$ cat config.mk
export PLATFORM = sky130hd
export DESIGN_NAME = epod_top
export DESIGN_NICKNAME = d
export VERILOG_FILES = /design/src/epod_emu_line.v /design/src/epod_top.v
export VERILOG_INCLUDE_DIRS = /design/src
export SDC_FILE = /design/constraint.sdc
export NUM_CORES = 1
export LEC_CHECK = 0
export ABC_AREA = 1
export BUFFER_PORTS_ARGS = -buffer_cell sky130_fd_sc_hd__buf_2
export CAP_MARGIN = 20
export CORE_MARGIN = 1.5
export CORE_UTILIZATION = 43
export DETAILED_ROUTE_END_ITERATION = 10
export PLACE_DENSITY = 0.79
export SYNTH_ARGS = -nofsm -noshare
export SYNTH_HDL_FRONTEND = slang
export SYNTH_SLANG_ARGS = --single-unit
$ cat constraint.sdc
create_clock -name SYS_CLK -period 1.8 [get_ports SYS_CLK]
set_input_delay 0.36 -clock SYS_CLK [delete_from_list [all_inputs] [get_ports SYS_CLK]]
set_output_delay 0.36 -clock SYS_CLK [all_outputs]
set_load 0.1 [all_outputs]
$ cat src/epod_consts.vh
`ifndef EPOD_CONSTS_VH
`define EPOD_CONSTS_VH
// ----------------------------------------
// widths and reset values
// ----------------------------------------
`define EPOD_NUM_OUTPUTS 8
`define EPOD_DIR_RESET 1'b0
`define EPOD_OUT_RESET 1'b0
`define EPOD_IRQ_RESET 1'b0
`define EPOD_PIN_OE_RESET 1'b0
`define EPOD_DISABLED_RESET 1'b0
`endif

$ cat src/epod_emu_line.v
`timescale 1ns/1ps
`include "epod_consts.vh"
module epod_emu_line (
	input wire clk,
	input wire rst,
	input wire emu_mode,
	input wire scan_dir_out,
	input wire scan_out_val,
	input wire pin_in,
	output reg pin_out,
	output reg pin_oe,
	output reg irq_in
);
	// ----------------------------------------
	// one emulator interrupt line
	// ----------------------------------------
	// direction and value come from scan; inactive outside emulation mode
	always @(posedge clk) begin
		if (rst) begin
			pin_out <= `EPOD_OUT_RESET;
			pin_oe <= `EPOD_DIR_RESET;
			irq_in <= `EPOD_IRQ_RESET;
		end else begin
			pin_out <= emu_mode & scan_dir_out & scan_out_val;
			pin_oe <= emu_mode & scan_dir_out;
			irq_in <= emu_mode & ~scan_dir_out & pin_in;
		end
	end
endmodule

$ cat src/epod_top.v
// How it works
// - test reset low means normal mode; emulator scan controls are ignored
// - test reset high: line zero is a scan-directed emulator interrupt
// - test reset high: line one is a scan-directed emulator interrupt
// - test reset low: line one is an active-low output disable input, armed only while line zero is high
// - disable active forces every output driver to high impedance
`timescale 1ns/1ps
`include "epod_consts.vh"
module epod_top #(
	parameter NUM_OUTPUTS = `EPOD_NUM_OUTPUTS
) (
	input wire SYS_CLK,
	input wire RST,
	input wire TEST_RESET,
	input wire LINE_ZERO_SCAN_DIR,
	input wire LINE_ZERO_SCAN_VALUE,
	input wire LINE_ONE_SCAN_DIR,
	input wire LINE_ONE_SCAN_VALUE,
	input wire EMULATOR_LINE_ZERO_I,
	output wire EMULATOR_LINE_ZERO_O,
	output wire EMULATOR_LINE_ZERO_OE,
	input wire EMULATOR_LINE_ONE_DISABLE_I,
	output wire EMULATOR_LINE_ONE_DISABLE_O,
	output wire EMULATOR_LINE_ONE_DISABLE_OE,
	output wire LINE_ZERO_IRQ_IN,
	output wire LINE_ONE_IRQ_IN,
	input wire [NUM_OUTPUTS-1:0] CORE_OE,
	output wire [NUM_OUTPUTS-1:0] PIN_OE,
	output wire OUTPUTS_DISABLED
);

	// ----------------------------------------
	// mode encoding
	// ----------------------------------------
	// one-hot, so a corrupted code falls into the default branch
	localparam MODE_NORMAL = 3'b001;
	localparam MODE_EMU = 3'b010;
	localparam MODE_OFF = 3'b100;
	// two emulator lines, fixed by the pin count
	localparam NUM_LINES = 2;

	// ----------------------------------------
	// decode helpers
	// ----------------------------------------
	function is_off;
		input [2:0] mode;
		begin
			is_off = (mode == MODE_OFF);
		end
	endfunction

	// ----------------------------------------
	// declarations
	// ----------------------------------------
	reg [2:0] mode_q;
	reg [2:0] mode_d;
	reg disabled_q;
	reg [NUM_OUTPUTS-1:0] pin_oe_d;
	reg [NUM_OUTPUTS-1:0] pin_oe_q;
	wire emu_mode;
	wire off_cond;
	wire [NUM_LINES-1:0] line_dir;
	wire [NUM_LINES-1:0] line_val;
	wire [NUM_LINES-1:0] line_in;
	wire [NUM_LINES-1:0] line_out;
	wire [NUM_LINES-1:0] line_oe;
	wire [NUM_LINES-1:0] line_irq;
	genvar g;

	// ----------------------------------------
	// mode select
	// ----------------------------------------
	// only a driven-high test reset enters emulation mode
	assign emu_mode = TEST_RESET;
	// all three terms at once; line one is only read, never driven, here
	// limitation: for one cycle after test reset falls the line may still
	// show our own emulation drive
	assign off_cond = ~TEST_RESET
		& EMULATOR_LINE_ZERO_I
		& ~EMULATOR_LINE_ONE_DISABLE_I;

	// ----------------------------------------
	// pin bundling
	// ----------------------------------------
	assign line_dir = {LINE_ONE_SCAN_DIR, LINE_ZERO_SCAN_DIR};
	assign line_val = {LINE_ONE_SCAN_VALUE, LINE_ZERO_SCAN_VALUE};
	assign line_in = {EMULATOR_LINE_ONE_DISABLE_I, EMULATOR_LINE_ZERO_I};

	// ----------------------------------------
	// emulator lines
	// ----------------------------------------
	generate
		for (g = 0; g < NUM_LINES; g = g + 1) begin : g_line
			epod_emu_line u_line (
				.clk(SYS_CLK),
				.rst(RST),
				.emu_mode(emu_mode),
				.scan_dir_out(line_dir[g]),
				.scan_out_val(line_val[g]),
				.pin_in(line_in[g]),
				.pin_out(line_out[g]),
				.pin_oe(line_oe[g]),
				.irq_in(line_irq[g])
			);
		end
	endgenerate

	// ----------------------------------------
	// line outputs
	// ----------------------------------------
	assign EMULATOR_LINE_ZERO_O = line_out[0];
	assign EMULATOR_LINE_ZERO_OE = line_oe[0];
	assign LINE_ZERO_IRQ_IN = line_irq[0];
	assign EMULATOR_LINE_ONE_DISABLE_O = line_out[1];
	assign EMULATOR_LINE_ONE_DISABLE_OE = line_oe[1];
	assign LINE_ONE_IRQ_IN = line_irq[1];

	// ----------------------------------------
	// mode next state
	// ----------------------------------------
	// pins are levels, so every state re-judges them each cycle
	always @* begin
		mode_d = MODE_NORMAL;
		case (mode_q)
			MODE_NORMAL: begin
				if (TEST_RESET) begin
					mode_d = MODE_EMU;
				end else if (off_cond) begin
					mode_d = MODE_OFF;
				end else begin
					mode_d = MODE_NORMAL;
				end
			end
			MODE_EMU: begin
				if (TEST_RESET) begin
					mode_d = MODE_EMU;
				end else if (off_cond) begin
					mode_d = MODE_OFF;
				end else begin
					mode_d = MODE_NORMAL;
				end
			end
			MODE_OFF: begin
				if (TEST_RESET) begin
					mode_d = MODE_EMU;
				end else if (off_cond) begin
					mode_d = MODE_OFF;
				end else begin
					mode_d = MODE_NORMAL;
				end
			end
			default: begin
				mode_d = MODE_NORMAL;
			end
		endcase
	end

	// ----------------------------------------
	// mode register
	// ----------------------------------------
	// registered: one cycle of lag traded for glitch-free enables
	always @(posedge SYS_CLK) begin
		if (RST) begin
			mode_q <= MODE_NORMAL;
			disabled_q <= `EPOD_DISABLED_RESET;
		end else begin
			mode_q <= mode_d;
			disabled_q <= is_off(mode_d);
		end
	end

	// ----------------------------------------
	// output gating
	// ----------------------------------------
	always @* begin
		pin_oe_d = CORE_OE;
		if (is_off(mode_d)) begin
			pin_oe_d = {NUM_OUTPUTS{1'b0}};
		end
	end

	// ----------------------------------------
	// output enable registers
	// ----------------------------------------
	generate
		for (g = 0; g < NUM_OUTPUTS; g = g + 1) begin : g_pin
			always @(posedge SYS_CLK) begin
				if (RST) begin
					pin_oe_q[g] <= `EPOD_PIN_OE_RESET;
				end else begin
					pin_oe_q[g] <= pin_oe_d[g];
				end
			end
		end
	endgenerate

	// ----------------------------------------
	// status outputs
	// ----------------------------------------
	assign PIN_OE = pin_oe_q;
	assign OUTPUTS_DISABLED = disabled_q;
endmodule

==> metrics.md <==
| Metric | Value |
|---|---|
| Most common cell after layout, fill and taps aside | buf_2 |
| Crit-path max cell delay | 420 ps |
| Initial antenna violation count | 0 |
| Kind of critical path | reg2out |
| Yosys top cell by area | dfxtp_1 |
| Layout area overhead | 37.0% |
| Clk pin slew, worst setup/hold paths | 100 ps |
| Hold Path Class | in2reg |
| Crit-path cells | buf_2 |
| Dpl hpwl | 786 um |
| CP max stage cell | buf_2 |
| WP data arrival | 1020 ps |
| Seq/Total Area, Yosys | 63.9% |
| Syn Area/Cell | 9.25 sq um |
| Htree depth | 1 |
| CP required | 1440 ps |
| Setup Fix Bufs, Post-CTS | 0 |
| Ant diodes | 0 |
| Final Hold Fails | 0 |
| Worst slew pin tran | 492 ps |
| Final Cell Area | 773 sq um |
| Synth top area share | 63.9% |
| RSZ-0062 raised after global routing | false |
| Final Skew | 0.921 ps |
| Status | finished, final reports clean |
| Area post-placement | 737 sq um |
| First-pass GRT wire length | 1580 um |
| Initial DRC count | 2 |
| Max Slew Vio Count | 0 |
| GP Congestion | 0.694 |
| Final nets | 114 |
| Total track usage | 16.0% |
| Cts hold-fix bufs | 0 |
| Starting density of the core | 48.2% |
| Post-Route WL | 1030 um |
| Vias in the first global route | 416 |
| Final period utilization | 76.7% |
| IO Pins | 32 |
| Final setup viols | 0 |
| Port bufs | 31 |
| Element type at the critical path start | flip-flop |
| Register area | 360 sq um |
| Wirelength per Cell | 9.38 um |
| Synth Area in Compound Gates | 2.22% |
| Max Cap Viol | 0 |
| CTS root buf | clkbuf_4 |
| Peak supply drop | 0.577 mV |
| Mapped Cells | 61 |
| Residual DRC | 0 |
| PwrDens | 1100 mW/mm^2 |
| Die Area | 0.00154 sq mm |
| Ranking of synthesized cells by area | dfxtp_1, inv_1, nor2_1, nand2_2, nor3b_1 |
| Largest net degree at the start of global routing | 11 |
| CTS Buf Count | 3 |
| CP Max Fanout | 1 |
| Yosys warning count | 0 |
| Iteration count of the initial detailed-routing pass | 2 |
| Mapped Nets | 78 |
| Number of synthesized register bits | 18 |
| Via count | 477 |
| Worst-Skew Late Latency | 280 ps |
| Most frequent cells in the layout | buf_2, dfxtp_1, inv_1, nor2_1 |
| Maximum root-to-sink buffer count | 2 |
| Critical Path Sink Type | output port |
| Layout fillers | 99 |
| Fin Setup TNS | 0 ps |
| Post-CTS resize count | 0 |
| FP Rows | 12 |
| Final core occ | 66.0% |
| Max Clock Freq | 0.724 GHz |
| Overall power | 849 uW |
| Multi-input logic area | 148 sq um |
| Die H | 39.2 um |
| Core area | 0.00117 sq mm |
| Simple-gate portion of the synthesized area | 23.9% |
| Post-route ant nets | 0 |
| Worst path bufs/invs | 1 |
| Leak Pwr | 0.000444 uW |
| Layout cell share with drive strength beyond 1 | 42.7% |
| Synth Area in XOR/XNOR | 0% |
| Post-layout minimum cycle time | 1380 ps |
| Largest family of logic cells by synthesized area | simple AND/OR/NAND/NOR gates |
| Unique masters post-synth | 13 |
| TritonCTS clock tree | built |
| Relative slew slack | 67.4% |
| Post-DR vias/cell | 4.34 |
| Post-Syn Area | 564 sq um |
| Gr ovfl total | 0 |
| Crit-path leading delay family | buffers and inverters |
| Proportion of synthesized area in mux cells | 0% |
| Adder-cell share of the synthesized area | 0% |
| Die width | 39.2 um |
| # clock sinks | 18 |
[path summary, 6_finish.rpt]
kind / slack, ps / from / end / depth (start not counted)
hold / removal: 240 / LINE_ZERO_SCAN_DIR / g_line[0].u_line.irq_in / 2
setup reg to reg: 840 / mode_q[1] / PIN_OE[3] / 7
hold reg to reg: 540 / mode_q[2] / mode_q[1] / 2
setup / recovery: 420 / g_line[0].u_line.irq_in / LINE_ZERO_IRQ_IN / 1
[state kept, by name (all words and copies together), names as in the netlist]
name / cells
mode_q: 3
g_line.u_line.pin_out: 2
g_line.u_line.pin_oe: 2
PIN_OE: 8
g_line.u_line.irq_in: 2
OUTPUTS_DISABLED: 1
[routing by layer]
layer,GRT usage [%],vias up,routed length [um]
met4,11.2,0,37
met2,22.1,20,490
li1,-,248,-
met1,19.6,205,422
met5,0,-,0
met3,6.94,4,82
[area by class of cell]
cell class	instances	share of cell area, %
Clock buffer	4	4.69
Inverter	15	7.28
Tap cell	14	2.27
Multi-Input combinational cell	28	19.1
Timing Repair Buffer	31	20.1
Sequential cell	18	46.6
[Yosys cell counts]
library cell,n
nand2_2,3
nor3_2,1
nand3_1,1
a21oi_1,1
inv_1,15
nand3_2,1
nor3b_1,2
nand2_4,1
dfxtp_1,18
nand2_1,3
nor2_1,13
nor3_1,1
o211ai_1,1
[cell families (layout without fill, tap and decap cells)]
group                  Yosys count  count (layout)
AO/OA/AOI/OAI                    2               2
AND/OR/NAND/NOR                 26              26
buffers and inverters           15              50
flip-flops                      18              18
[report_power, final]
group,internal (uW),total [uW],switching (uW)
combinational,36.4,187,151
sequential,418,422,4.69
clock,123,239,116
total,577,849,272
[per-stage QoR]
| stage | cells | setup WS (ps) | hold slack (ps) |
|---|---|---|---|
| 2_1_floorplan | 61 | 531 | 432 |
| 3_3_place_gp | 106 | 730 | 525 |
| 3_5_place_dp | 106 | 705 | 530 |
| 4_1_cts | 110 | 411 | 239 |
| 5_1_grt | 110 | 362 | 234 |
| 6_report | 110 | 419 | 244 |
Power figures use the tool's default switching activity.
